**src/rtl/isa_ide_cfg.svh**
```systemverilog
`ifndef ISA_IDE_CFG_SVH
`define ISA_IDE_CFG_SVH
`define CFG_CLK_NS 8
`define CFG_ISA_X2_NS 60
`define CFG_ISA_X2_CYC ((`CFG_ISA_X2_NS + `CFG_CLK_NS - 1) / `CFG_CLK_NS)
`define CFG_CMD_TICKS 6
`define CFG_EXT8_TICKS 8
`define CFG_HOST_HOLD_CYC 2
`define CFG_ONE_MB_TOP 4'h0
`define CFG_DACK_IDLE 3'h4
`define CFG_ADDR_W 24
`define CFG_IRQ_W 16
`define CFG_DRQ_W 8
`define CFG_RTC_IRQ_BIT 8
`endif

```
**src/rtl/isa_ide_pkg.sv**
```systemverilog
package isa_ide_pkg;
  typedef enum logic [2:0] {
    CMD_MEMR,
    CMD_MEMW,
    CMD_IOR,
    CMD_IOW,
    CMD_REFRESH,
    CMD_IDE_RD,
    CMD_IDE_WR
  } cmd_e;
  typedef enum logic [2:0] {
    ST_IDLE,
    ST_HOLD,
    ST_ALE,
    ST_CMD,
    ST_RDY,
    ST_DONE
  } state_e;
endpackage : isa_ide_pkg

```
**src/rtl/isa_ide_shared_bus_port.sv**
```systemverilog
`timescale 1ns/100ps
`default_nettype none
`include "isa_ide_cfg.svh"
// How it works
// - Upper address pins: outputs, inputs under master
// - IDE mode drives high-true chip selects there
// - Address 19..17 driven, tristated under master
// - IDE mode puts drive address there
// - Shared pins: address or IDE data
// - Ready driven for master hits, else sampled
// - Latch enable marks address; held in special cycles
// - Byte-high enable driven except under master
// - Commands driven except master; read on refresh
// - System strobes only below one megabyte; SMEMR also on refresh
// - 16-bit memory decode ignored for I/O, refresh
// - No 16-bit I/O select; internal cycles extended
// - Refresh strobe out, or trigger under master
// - Host bus held two clocks for refresh
// - Address enable while DMA owns bus
// - Channel check raises NMI when enabled
// - Per-channel IDE strobes, DMA and interrupt lines
// - Muxed request inputs sampled by phase; RTC inverted
// - Encoded DMA acknowledge and terminal count
// - Speaker is timer 2 AND port bit
module isa_ide_shared_bus_port
  import isa_ide_pkg::*;
#(
  parameter int ISA_X2_CYC = `CFG_ISA_X2_CYC,
  parameter int CMD_TICKS = `CFG_CMD_TICKS,
  parameter int EXT8_TICKS = `CFG_EXT8_TICKS
) (
  input wire logic clk,
  input wire logic rstn,
  input wire logic req_valid,
  output logic req_ready,
  input wire cmd_e req_cmd,
  input wire logic [`CFG_ADDR_W-1:0] req_addr,
  input wire logic [15:0] req_wdata,
  input wire logic req_byte_high,
  input wire logic req_ide_secondary,
  input wire logic [3:0] req_ide_selects,
  output logic done,
  output logic [15:0] rdata,
  output logic mem16_seen,
  output logic host_bus_hold,
  output logic isa_clock,
  output logic isa_clock_double_strobe,
  output logic isa_output_enable_n,
  output logic [3:0] la_hi_out,
  output logic [3:0] la_hi_oe_n,
  input wire logic [3:0] la_hi_in,
  output logic [2:0] la_lo_out,
  output logic [2:0] la_lo_oe_n,
  output logic [11:0] sa_hi_out,
  output logic [11:0] sa_hi_oe_n,
  input wire logic [11:0] sa_hi_in,
  output logic [7:0] sa_lo_out,
  output logic [7:0] sa_lo_oe_n,
  input wire logic [7:0] sa_lo_in,
  output logic [15:0] sd_out,
  output logic [15:0] sd_oe_n,
  input wire logic [15:0] sd_in,
  output logic iochrdy_out,
  output logic iochrdy_oe_n,
  input wire logic iochrdy_in,
  output logic ale,
  output logic bhe_n_out,
  output logic bhe_n_oe_n,
  output logic [3:0] cmd_n_out,
  output logic cmd_n_oe_n,
  input wire logic [3:0] cmd_n_in,
  output logic smemr_n,
  output logic smemw_n,
  input wire logic memcs16_n,
  output logic refresh_n_out,
  output logic refresh_n_oe_n,
  input wire logic refresh_n_in,
  input wire logic master_n,
  input wire logic master_host_hit,
  input wire logic master_host_ready,
  input wire logic master_reg_hit,
  output logic [15:0] master_addr,
  input wire logic dma_owns_bus,
  output logic aen,
  input wire logic iochck_n,
  input wire logic iochck_enable,
  output logic nmi,
  output logic ide_primary_read_n,
  output logic ide_primary_write_n,
  output logic ide_secondary_read_n,
  output logic ide_secondary_write_n,
  input wire logic ide_primary_dma_req,
  input wire logic ide_secondary_dma_req,
  input wire logic ide_primary_dack_grant,
  input wire logic ide_secondary_dack_grant,
  output logic ide_primary_dma_ack_n,
  output logic ide_secondary_dma_ack_n,
  input wire logic ide_primary_irq,
  input wire logic ide_secondary_irq,
  output logic [1:0] ide_dma_req,
  output logic [1:0] ide_irq,
  input wire logic [3:0] muxed_isa_irq_in,
  input wire logic [1:0] muxed_dma_req_in,
  output logic [`CFG_IRQ_W-1:0] irq_lines,
  output logic [`CFG_DRQ_W-1:0] drq_lines,
  input wire logic dack_valid,
  input wire logic [2:0] dack_channel,
  input wire logic dma_last_transfer,
  output logic [2:0] encoded_dma_ack_out,
  output logic terminal_count,
  input wire logic timer2_out,
  input wire logic port61_speaker_bit,
  output logic speaker_drive
);
  state_e state_q, state_d;
  cmd_e cmd_q;
  logic [7:0] div_q;
  logic [1:0] phase_q;
  logic tick;
  logic [7:0] cnt_q;
  logic ide_mode_q;
  logic [`CFG_ADDR_W-1:0] addr_q;
  logic [15:0] wdata_q;
  logic bhe_q;
  logic sec_q;
  logic [3:0] sel_q;
  logic ref_pend_q;
  logic [7:0] ext_q;
  logic [3:0] cmd_in_q;
  logic rtc_raw;

  wire master = ~master_n;
  wire idle = (state_q == ST_IDLE);
  wire is_ref = (cmd_q == CMD_REFRESH);
  wire is_io = (cmd_q == CMD_IOR) || (cmd_q == CMD_IOW);
  wire is_ide = (cmd_q == CMD_IDE_RD) || (cmd_q == CMD_IDE_WR);
  wire is_rd = (cmd_q == CMD_MEMR) || (cmd_q == CMD_IOR) || (cmd_q == CMD_IDE_RD);
  wire below_1mb = (addr_q[23:20] == `CFG_ONE_MB_TOP);
  wire strobe = (state_q == ST_CMD) || (state_q == ST_RDY);
  wire cmd_end = tick && (cnt_q == 8'(CMD_TICKS - 1));
  wire io_cmd_fall = |(cmd_in_q[3:2] & ~cmd_n_in[3:2]);

  // Divider gives the ISA clock pair; bus timing steps on its ticks
  assign tick = (div_q == 8'(ISA_X2_CYC - 1));
  always_ff @(posedge clk or negedge rstn) begin
    if (!rstn) begin
      div_q <= 8'h00;
      phase_q <= 2'h0;
    end else if (tick) begin
      div_q <= 8'h00;
      phase_q <= phase_q + 2'h1;
    end else begin
      div_q <= div_q + 8'h01;
    end
  end

  // Master refresh request waits until the bus is ours again
  assign req_ready = idle && !master && !ref_pend_q;
  wire take = req_valid && req_ready;
  wire take_ref = idle && !master && ref_pend_q;

  always_comb begin
    state_d = state_q;
    unique case (state_q)
      ST_IDLE: begin
        if (take_ref || (take && req_cmd == CMD_REFRESH)) begin
          state_d = ST_HOLD;
        end else if (take) begin
          state_d = ST_ALE;
        end
      end
      ST_HOLD: if (cnt_q == 8'(`CFG_HOST_HOLD_CYC - 1)) state_d = ST_ALE;
      ST_ALE: if (tick) state_d = ST_CMD;
      ST_CMD: if (cmd_end) state_d = is_ide ? ST_DONE : ST_RDY;
      ST_RDY: if (tick && iochrdy_in) state_d = ST_DONE;
      ST_DONE: state_d = ST_IDLE;
    endcase
  end

  always_ff @(posedge clk or negedge rstn) begin
    if (!rstn) begin
      state_q <= ST_IDLE;
      cnt_q <= 8'h00;
    end else begin
      state_q <= state_d;
      if (state_q != state_d) begin
        cnt_q <= 8'h00;
      end else if (state_q == ST_HOLD || tick) begin
        cnt_q <= cnt_q + 8'h01;
      end
    end
  end

  always_ff @(posedge clk or negedge rstn) begin
    if (!rstn) begin
      cmd_q <= CMD_MEMR;
      addr_q <= 24'h00_0000;
      wdata_q <= 16'h0000;
      bhe_q <= 1'b0;
      sec_q <= 1'b0;
      sel_q <= 4'h0;
      ide_mode_q <= 1'b0;
    end else if (take_ref) begin
      cmd_q <= CMD_REFRESH;
      ide_mode_q <= 1'b0;
    end else if (take) begin
      cmd_q <= req_cmd;
      addr_q <= req_addr;
      wdata_q <= req_wdata;
      bhe_q <= req_byte_high;
      sec_q <= req_ide_secondary;
      sel_q <= req_ide_selects;
      ide_mode_q <= (req_cmd == CMD_IDE_RD) || (req_cmd == CMD_IDE_WR);
    end
  end

  // Set wins over the clear taken by the refresh cycle itself
  always_ff @(posedge clk or negedge rstn) begin
    if (!rstn) begin
      ref_pend_q <= 1'b0;
    end else if (master && !refresh_n_in) begin
      ref_pend_q <= 1'b1;
    end else if (take_ref) begin
      ref_pend_q <= 1'b0;
    end
  end

  always_ff @(posedge clk or negedge rstn) begin
    if (!rstn) begin
      done <= 1'b0;
      rdata <= 16'h0000;
      mem16_seen <= 1'b0;
    end else begin
      done <= (state_q == ST_DONE);
      if (cmd_end && is_rd) begin
        rdata <= is_ide ? {4'h0, sa_hi_in} : sd_in;
      end
      if (cmd_end && !is_io && !is_ref && !is_ide) begin
        mem16_seen <= !memcs16_n;
      end
    end
  end

  assign host_bus_hold = (state_q == ST_HOLD);
  assign isa_clock = phase_q[1];
  assign isa_clock_double_strobe = phase_q[0];

  // Enable goes inactive at an IDE cycle and stays so until a non-IDE cycle is taken
  assign isa_output_enable_n = ide_mode_q;
  assign la_hi_out = ide_mode_q ? sel_q : addr_q[23:20];
  assign la_hi_oe_n = {4{master}};
  assign la_lo_out = addr_q[19:17];
  assign la_lo_oe_n = {3{master}};
  assign sa_hi_out = ide_mode_q ? wdata_q[11:0] : addr_q[19:8];
  // IDE reads turn the shared pins round to take drive data
  assign sa_hi_oe_n = {12{master || (ide_mode_q && cmd_q == CMD_IDE_RD)}};
  assign sa_lo_out = addr_q[7:0];
  assign sa_lo_oe_n = {8{master}};
  assign sd_out = wdata_q;
  assign sd_oe_n = {16{master || ide_mode_q || is_rd || is_ref || idle}};
  assign master_addr = {sa_hi_in[7:0], sa_lo_in};

  // Internal register hits are held off to an extended 8-bit cycle
  always_ff @(posedge clk or negedge rstn) begin
    if (!rstn) begin
      cmd_in_q <= 4'hf;
      ext_q <= 8'h00;
    end else begin
      cmd_in_q <= cmd_n_in;
      if (master && master_reg_hit && io_cmd_fall) begin
        ext_q <= 8'(EXT8_TICKS);
      end else if (tick && ext_q != 8'h00) begin
        ext_q <= ext_q - 8'h01;
      end
    end
  end
  wire reg_busy = (ext_q != 8'h00) || io_cmd_fall;
  assign iochrdy_oe_n = !(master && (master_host_hit || master_reg_hit));
  assign iochrdy_out = master_reg_hit ? !reg_busy : master_host_ready;

  always_ff @(posedge clk or negedge rstn) begin
    if (!rstn) begin
      ale <= 1'b0;
    end else begin
      ale <= (state_q == ST_ALE) || (strobe && is_ref) || dma_owns_bus || master;
    end
  end

  wire isa_str = strobe && !ide_mode_q;
  assign bhe_n_out = !bhe_q;
  assign bhe_n_oe_n = master;
  // Order: memr, memw, ior, iow
  assign cmd_n_out = {
    !(isa_str && cmd_q == CMD_IOW),
    !(isa_str && cmd_q == CMD_IOR),
    !(isa_str && cmd_q == CMD_MEMW),
    !(isa_str && (cmd_q == CMD_MEMR || is_ref))
  };
  assign cmd_n_oe_n = master;
  assign smemr_n = !(isa_str && ((cmd_q == CMD_MEMR && below_1mb) || is_ref));
  assign smemw_n = !(isa_str && cmd_q == CMD_MEMW && below_1mb);
  assign refresh_n_out = !(!idle && is_ref);
  assign refresh_n_oe_n = master;
  assign aen = dma_owns_bus;
  assign nmi = !iochck_n && iochck_enable;

  wire ide_str = strobe && ide_mode_q;
  assign ide_primary_read_n = !(ide_str && !sec_q && cmd_q == CMD_IDE_RD);
  assign ide_primary_write_n = !(ide_str && !sec_q && cmd_q == CMD_IDE_WR);
  assign ide_secondary_read_n = !(ide_str && sec_q && cmd_q == CMD_IDE_RD);
  assign ide_secondary_write_n = !(ide_str && sec_q && cmd_q == CMD_IDE_WR);
  assign ide_primary_dma_ack_n = !ide_primary_dack_grant;
  assign ide_secondary_dma_ack_n = !ide_secondary_dack_grant;
  assign ide_dma_req = {ide_secondary_dma_req, ide_primary_dma_req};
  assign ide_irq = {ide_secondary_irq, ide_primary_irq};

  // Board selector follows the outgoing phase, so sample the slot it shows
  always_ff @(posedge clk or negedge rstn) begin
    if (!rstn) begin
      irq_lines <= 16'h0000;
      drq_lines <= 8'h00;
      rtc_raw <= 1'b1;
    end else if (tick) begin
      unique case (phase_q)
        2'h0: irq_lines[3:0] <= muxed_isa_irq_in;
        2'h1: irq_lines[7:4] <= muxed_isa_irq_in;
        2'h2: begin
          irq_lines[11:9] <= muxed_isa_irq_in[3:1];
          rtc_raw <= muxed_isa_irq_in[0];
        end
        2'h3: irq_lines[15:12] <= muxed_isa_irq_in;
      endcase
      unique case (phase_q)
        2'h0: drq_lines[1:0] <= muxed_dma_req_in;
        2'h1: drq_lines[3:2] <= muxed_dma_req_in;
        2'h2: drq_lines[5:4] <= muxed_dma_req_in;
        2'h3: drq_lines[7:6] <= muxed_dma_req_in;
      endcase
    end else begin
      irq_lines[`CFG_RTC_IRQ_BIT] <= !rtc_raw;
    end
  end

  always_ff @(posedge clk or negedge rstn) begin
    if (!rstn) begin
      encoded_dma_ack_out <= `CFG_DACK_IDLE;
      terminal_count <= 1'b0;
      speaker_drive <= 1'b0;
    end else begin
      encoded_dma_ack_out <= dack_valid ? dack_channel : `CFG_DACK_IDLE;
      terminal_count <= dack_valid && dma_last_transfer;
      speaker_drive <= timer2_out && port61_speaker_bit;
    end
  end
endmodule : isa_ide_shared_bus_port
`default_nettype wire

```
**config.mk**
```make
export PLATFORM = sky130hd
export DESIGN_NAME = isa_ide_shared_bus_port
export DESIGN_NICKNAME = d
export VERILOG_FILES = /design/src/rtl/isa_ide_pkg.sv /design/src/rtl/isa_ide_shared_bus_port.sv
export VERILOG_INCLUDE_DIRS = /design/src /design/src/rtl
export SDC_FILE = /design/constraint.sdc
export NUM_CORES = 1
export LEC_CHECK = 0
export BUFFER_PORTS_ARGS = -buffer_cell sky130_fd_sc_hd__buf_2
export CAP_MARGIN = 40
export CORE_MARGIN = 2
export CORE_UTILIZATION = 43
export DETAILED_ROUTE_END_ITERATION = 10
export PLACE_DENSITY_LB_ADDON = 0.1
export SYNTH_ARGS = -nofsm -noshare
export SYNTH_HDL_FRONTEND = slang
export SYNTH_SLANG_ARGS = --single-unit
```
**constraint.sdc**
```tcl
create_clock -name clk -period 1.95 [get_ports clk]
set_input_delay 0.39 -clock clk [delete_from_list [all_inputs] [get_ports clk]]
set_output_delay 0.39 -clock clk [all_outputs]
set_load 0.02 [all_outputs]
```
==> impl_metrics.json, run 1 <==
{
  "clk_pin_slew_worst_paths_ns": 0.06,
  "synth_edf_count": 0,
  "fp.dieW_um": 129,
  "syn-num-nets": 731,
  "start_util_pct": 43.9,
  "finalSetupViolations": 60,
  "gr-usage-met1_pct": 25.3,
  "crit_type": "flip-flop to primary output",
  "cts-root-buf": "clkbuf_16",
  "yosysTopAreaCell": "dfrtp_1",
  "regArea_sq_um": 3290,
  "drc": 0,
  "synth_seq_cells": 131,
  "synthFlopType": "dfrtp_1",
  "finalCritPeriodShare_pct": 127,
  "cp-end-kind": "primary output",
  "syn2layout_area_growth_pct": 51.3,
  "hold_violations": 0,
  "multi_input_area_sq_um": 3040,
  "hp-class": "input pin to flip-flop",
  "violations": "setup timing",
  "num_rows": 45,
  "cts_htree_levels": 4,
  "syn_inst": 597,
  "cts_buffer_depth": 2,
  "wire_per_inst_um": 16.9,
  "arrival_ns": 2.09,
  "cp-start-kind": "flip-flop",
  "place_congestion": 0.824,
  "use_met3_pct": 5.53,
  "viasPerCell": 5.02,
  "ys_async_sr_fraction_pct": 100,
  "synth_area_sq_um": 6670,
  "cts_buffers": 17,
  "synth.distinct_cells": 60,
  "grt_max_degree": 49,
  "antenna_found_initial": 2,
  "worstPathRequired_ns": 1.56,
  "maxCapViolations": 0,
  "critPathMaxFanout": 2,
  "power_w": 0.0104,
  "synth_top_area_share_pct": 47.7,
  "rsz0062_at_grt": "true",
  "setup_slack_ns": -0.528,
  "slew_viol_final": 0,
  "drt_wl_total_um": 18500,
  "synth.avg_cell_area_sq_um": 11.2,
  "finClkSkew_ns": 0.00860,
  "chipHeight_um": 129,
  "grt_pass1_vias": 5465,
  "seq_area_frac_synth_pct": 49.2,
  "coreArea_sq_um": 15200,
  "insertion_delay_ns": 0.41,
  "synth.area.top_cells": "dfrtp_1 48%, mux2_2 13%, buf_4 8.8%, mux2i_1 2.3%, nand2_1 2.3%",
  "finalNetCount": 1026,
  "io_pins": 305,
  "use_met2_pct": 35.9,
  "clock-sinks": 131,
  "fillers": 1158,
  "vias": 5488,
  "slew_headroom_pct": 72.8,
  "layout_common_cells": "219 x buf_2, 123 x dfrtp_1, 73 x buf_4, 70 x mux2_2, 50 x buf_6",
  "detail-route-antenna-nets": 0,
  "clock.fmax_mhz": 404,
  "cts_tree": "yes",
  "power_density_nw_per_um2": 1030,
  "dp.cells": 1021,
  "grt_pass1_wl_um": 27200,
  "hpwl_um": 12000,
  "gr-total-overflow": 0,
  "drt_iter0_markers": 213,
  "final_common_cell": "buf_2",
  "r2r_slack_ns": -0.19,
  "period_minus_slack_ns": 2.48,
  "final_cells": 1094,
  "status": "finished with violations",
  "yosys_warnings": 0,
  "drive_gt1_share_pct": 62.0,
  "track_usage_pct": 20.9,
  "holdWs_ns": 0.0890,
  "die_area_sq_um": 16500,
  "p_leak_nw": 5.11,
  "max_slew.worst_pin.slew_ns": 0.407,
  "io_buffers": 274,
  "ir_worst_vdd_mv": 0.764,
  "gr-max-usage-layer": "met2",
  "firstDrtPassIters": 4
}
-- final timing paths --
| path | start | to | depth (start not counted) |
|---|---|---|---|
| worst max register to register | ext_q[5]$_DFFE_PN0P_ | ext_q[3]$_DFFE_PN0P_ | 7 |
| worst min register to register | div_q[7]$_DFF_PN0_ | div_q[7]$_DFF_PN0_ | 1 |
| max in group asynchronous | rstn | cnt_q[1]$_DFFE_PN0P_ | 3 |
| worst min-delay path | cmd_n_in[3] | cmd_in_q[3]$_DFF_PN1_ | 1 |
| min in group asynchronous | rstn | rdata[2]$_DFFE_PN0P_ | 2 |
| worst max-delay path | ext_q[5]$_DFFE_PN0P_ | iochrdy_out | 4 |
-- power by group --
part           total [W]  internal [W]  leakage (nW)  switching, W
Combinational    0.00378       0.00191          3.22       0.00187
Clock            0.00341       0.00222         0.300       0.00119
Sequential       0.00325       0.00300          1.59      0.000247
Total             0.0104       0.00713          5.11       0.00331
-- critical path, cell delays in order (launching register included) --
cell and delay [ns]:
dfrtp_1 0.37, or4_4 0.54, or4b_4 0.52, o22ai_4 0.11
buf_6 0.13
-- Yosys cell counts (2+ instances only) --
cell type  count
nor4_1         3
o22a_1         2
nand3_1       10
and3_1         6
and2_1         8
clkbuf_1      15
ha_1           9
a21o_1         2
nand4_1       13
a221oi_1       4
o21ai_1        2
nor4b_1        2
dfrtp_1      127
dfstp_2        4
or3_1          2
buf_2          8
nor2b_1        6
nand2b_1       4
buf_4         78
nor3b_1        4
o21bai_1       2
nand2_1       40
or2_2          2
o21a_1         2
nor3_1         4
o22ai_1        3
inv_1         18
nor2_1        39
a21oi_1        9
o21ai_0       21
nand3b_1       2
mux2_1         6
mux2_2        79
mux2i_1       15
xor2_1        13
xnor2_1        8
or4b_1         2
-- layout make-up --
cell class / instances / area share, %
multi-input combinational: 347 / 30.1
timing repair buffer: 377 / 28.0
inverter: 18 / 0.669
tap: 188 / 2.33
clock buffer: 21 / 4.56
antenna: 1 / 0.0248
sequential: 131 / 32.6
clock inverter: 11 / 1.76
-- metal layers --
layer	vias to the layer above	share of wire, %
met3	36	5.3
li1	2580	-
met4	2	1.9
met5	-	0.076
met2	180	51
met1	2690	41
-- sequential cells by signal (all words and copies together) (netlist names), 2 cells and up --
register and flops:
addr_q 24, state_q 3, ext_q 8, cmd_in_q 2, cnt_q 8, cmd_q 3
phase_q 2, encoded_dma_ack_out 3, div_q 8, sel_q 4, rdata 16, drq_lines 8
sd_out 16, irq_lines 16
-- kinds of logic (layout without fill, tap and decap cells) --
logic type	Yosys count	after routing	synth area share [%]
compound gates	58	59	5.70
xor+xnor	21	21	2.76
simple gates	158	158	12.6
fa+ha+maj	9	9	1.69
buf+inv	120	427	11.4
mux	100	100	16.6
flops	131	131	49.2
other cells	0	1	0
-- repair_timing --
item	in CTS	in global routing
endpoints found under the hold margin	24	0
resized for setup	124	115
pin swaps	15	26
cloned	4	6
endpoints found under the setup margin	113	136
setup buffers	24	15
hold buffers	1	0
-- through the flow --
step	TNS (ns)	setup slack (ns)	utilization, %	instance area [sq um]
floorplan	-2.81	-0.170	-	6750
global placement	-1.13	-0.127	53.9	8200
detailed placement	-1.43	-0.137	53.9	8200
CTS	-12.94	-0.546	62.9	9560
global route	-14.95	-0.576	66.4	10100
finish	-10.82	-0.528	66.4	10100
(Power assumes the default switching activity.)
==> inputs of run 2 (changes only) <==
--- a/config.mk
+++ b/config.mk
@@ -6,6 +6,7 @@
 export SDC_FILE = /design/constraint.sdc
 export NUM_CORES = 1
 export LEC_CHECK = 0
+export ABC_AREA = 1
 export BUFFER_PORTS_ARGS = -buffer_cell sky130_fd_sc_hd__buf_2
 export CAP_MARGIN = 40
 export CORE_MARGIN = 2
==> impl_metrics.json, run 2 <==
{
  "status": "finished with violations",
  "violations": "setup timing",
  "rsz0062_at_grt": "true",
  "num_rows": 45,
  "cts_buffer_depth": 2,
  "largest_register": "addr_q",
  "ys_top_cells_by_count": "278 x nand2_1, 127 x dfrtp_1, 75 x buf_4, 68 x inv_1, 54 x o21ai_0",
  "fp.dieW_um": 128,
  "stdcell_area_sq_um": 9080,
  "slew_headroom_pct": 74.4,
  "drc": 0,
  "syn2layout_area_growth_pct": 37.1,
  "ir_worst_vdd_mv": 0.628,
  "maxCapViolations": 0,
  "cts_buffers": 17,
  "grt_pass1_vias": 5486,
  "drt_wl_total_um": 17300,
  "clk_pin_slew_worst_paths_ns": 0.06,
  "path_buf_inv": 3,
  "cp-end-kind": "primary output",
  "synth_top_area_share_pct": 48.0,
  "finalNetCount": 1186,
  "yosysTopAreaCell": "dfrtp_1",
  "setup_slack_ns": -0.335,
  "wire_per_inst_um": 13.8,
  "p_leak_nw": 5.04,
  "cts_tree": "yes",
  "place_congestion": 0.808,
  "synth_top_family_by_area": "simple AND/OR/NAND/NOR gates",
  "worstPathRequired_ns": 1.56,
  "synth_edf_count": 0,
  "synth.distinct_cells": 38,
  "hpwl_um": 11800,
  "yosys_warnings": 0,
  "synth_compound_area_share_pct": 6.79,
  "hold_depth": 1,
  "track_usage_pct": 20.7,
  "clock.fmax_mhz": 438,
  "drt_iter0_markers": 264,
  "max_stage_delay_ns": 0.43,
  "finClkSkew_ns": 0.0129,
  "hp-class": "input pin to flip-flop",
  "synthFlopType": "dfrtp_1",
  "syn-num-nets": 927,
  "fillers": 1377,
  "path_delay_family": "simple AND/OR/NAND/NOR gates",
  "synth_seq_cells": 131,
  "viasPerCell": 4.72,
  "clock-sinks": 131,
  "reg2reg_from": "div_q[0]$_DFF_PN0_",
  "dpl-instance-area_sq_um": 7830,
  "largest_reg_flops": 24,
  "cp-start-kind": "flip-flop",
  "final_common_cell": "nand2_1",
  "power_density_nw_per_um2": 749,
  "cp_common_cell": "inv_2",
  "period_minus_slack_ns": 2.29,
  "chipHeight_um": 128,
  "worstHoldStart": "cmd_n_in[2]",
  "synth.area.top_cells": "dfrtp_1 48%, nand2_1 16%, buf_4 8.5%, o21ai_0 4.1%, inv_1 3.9%",
  "muxShareOfSynthArea_pct": 1.81,
  "slew_viol_final": 0,
  "critPathMaxFanout": 8,
  "finalCritPeriodShare_pct": 117,
  "gr-total-overflow": 0,
  "r2r_slack_ns": 0.13,
  "detail-route-antenna-nets": 0,
  "place_ws_ns": 0.0106,
  "antenna_found_initial": 1,
  "crit_type": "flip-flop to primary output",
  "hold_violations": 0,
  "synth-simple-area-share_pct": 24.2,
  "vias": 5918,
  "cts-root-buf": "clkbuf_16",
  "grt_max_degree": 50,
  "cts_htree_levels": 4,
  "insertion_delay_ns": 0.42,
  "io_pins": 305,
  "arrival_ns": 1.90,
  "start_util_pct": 43.7,
  "firstDrtPassIters": 5,
  "layout_common_cells": "270 x nand2_1, 235 x buf_2, 124 x dfrtp_1, 56 x inv_1, 56 x buf_4",
  "io_buffers": 274,
  "ys_async_sr_fraction_pct": 100,
  "seq_area_frac_synth_pct": 49.6,
  "yosysMostFrequentCell": "nand2_1",
  "coreArea_sq_um": 15100,
  "synth.avg_cell_area_sq_um": 8.35,
  "synth_xor_area_share_pct": 1.98,
  "synth_area_sq_um": 6620,
  "rr_worst_depth": 11,
  "max_slew.worst_pin.slew_ns": 0.384,
  "cp_cell_sequence": "nand3_2 > inv_2 > a21oi_2 > inv_2 > nor3_4 > nand3_4 > buf_6",
  "hold_path_end": "cmd_in_q[2]$_DFF_PN1_",
  "n_antenna_cell": 0,
  "drive_gt1_share_pct": 41.5,
  "finalSetupViolations": 35,
  "syn_inst": 793,
  "crit_slowest_cell": "dfrtp_1",
  "grt_pass1_wl_um": 27000,
  "synth_fa_ha_area_share_pct": 1.70,
  "die_area_sq_um": 16400,
  "regToRegEndpoint": "cnt_q[5]$_DFFE_PN0P_"
}
-- run 2: cell types whose count changed after synthesis, moves of 6 or more --
cell     delta
and2_1      -8
and3_1      -6
inv_1      +50
mux2_1      -6
mux2_2     -79
nand2_1   +238
nand3_1    +20
nor2_2      +8
nor2b_1     -6
o21ai_0    +33
-- run 2: metrics by stage --
stage	setup TNS [ns]	util, %	power, W	cells	hold slack [ns]
after floorplan	-0.0802	-	0.00338	793	0.0944
after global placement	0	51.7	0.00360	1187	0.328
after detailed placement	0	51.7	0.00361	1187	0.326
after CTS	-6.12	58.1	0.00678	1239	0.0667
after global routing	-9.01	59.9	0.00712	1253	0.0683
final	-6.40	59.9	0.00680	1253	0.0815
-- run 2: worst max-delay path by stage --
stage	cells past startpoint	slack, ns	endpoint	start
6_report	7	-0.34	sd_oe_n[7]	cmd_q[0]$_DFFE_PN0P_
5_1_grt	7	-0.39	sd_oe_n[7]	cmd_q[0]$_DFFE_PN0P_
4_1_cts	7	-0.30	sd_oe_n[6]	cmd_q[0]$_DFFE_PN0P_
3_5_place_dp	8	0.01	sd_oe_n[1]	cmd_q[1]$_DFFE_PN0P_
3_3_place_gp	8	0.12	sd_oe_n[1]	cmd_q[1]$_DFFE_PN0P_
2_1_floorplan	7	-0.005	sd_oe_n[10]	cmd_q[2]$_DFFE_PN0P_
-- run 2: cell families (layout without fill, tap and decap cells) --
| logic type | Yosys count | count (layout) |
|---|---|---|
| adders and majority gates | 9 | 9 |
| and+or+nand+nor | 379 | 380 |
| DFF | 131 | 131 |
| xor gates and xnor gates | 15 | 15 |
| AOI/OAI and AO/OA | 80 | 81 |
| buffers and inverters | 167 | 437 |
| muxes | 12 | 12 |
-- run 2: timing repair --
action | in CTS | in global routing
pin swaps | 13 | 19
hold endpoints to repair | 34 | 0
hold buffers | 1 | 0
resized for setup | 86 | 46
gates cloned | 2 | 0
setup endpoints to repair | 39 | 68
buffers inserted | 17 | 17
-- run 2: where the power goes --
part | total [W] | leakage, nW | internal (W) | switching, W
combinational | 0.000890 | 3.15 | 0.000401 | 0.000490
clock | 0.00302 | 0.266 | 0.00170 | 0.00132
sequential | 0.00289 | 1.62 | 0.00282 | 0.0000658
-- run 2: layer usage --
layer	track usage, %	share of wire, %	vias to the layer above	routed length, um
met5	0	0	-	0
met4	6.85	1.8	0	307
met3	6.93	6.9	28	1200
met2	33.1	48	192	8280
met1	26.6	43	2745	7540
li1	-	-	2953	-
-- run 2: layout make-up --
| cell class | instances | area [sq um] | share of cell area, % |
|---|---|---|---|
| clock buffer | 18 | 439 | 4.84 |
| sequential | 131 | 3290 | 36.2 |
| multi-input combinational | 497 | 2610 | 28.8 |
| inverter | 72 | 275 | 3.03 |
| clock inverter | 14 | 121 | 1.34 |
| tap | 188 | 235 | 2.59 |
| timing repair buffer | 333 | 2110 | 23.2 |
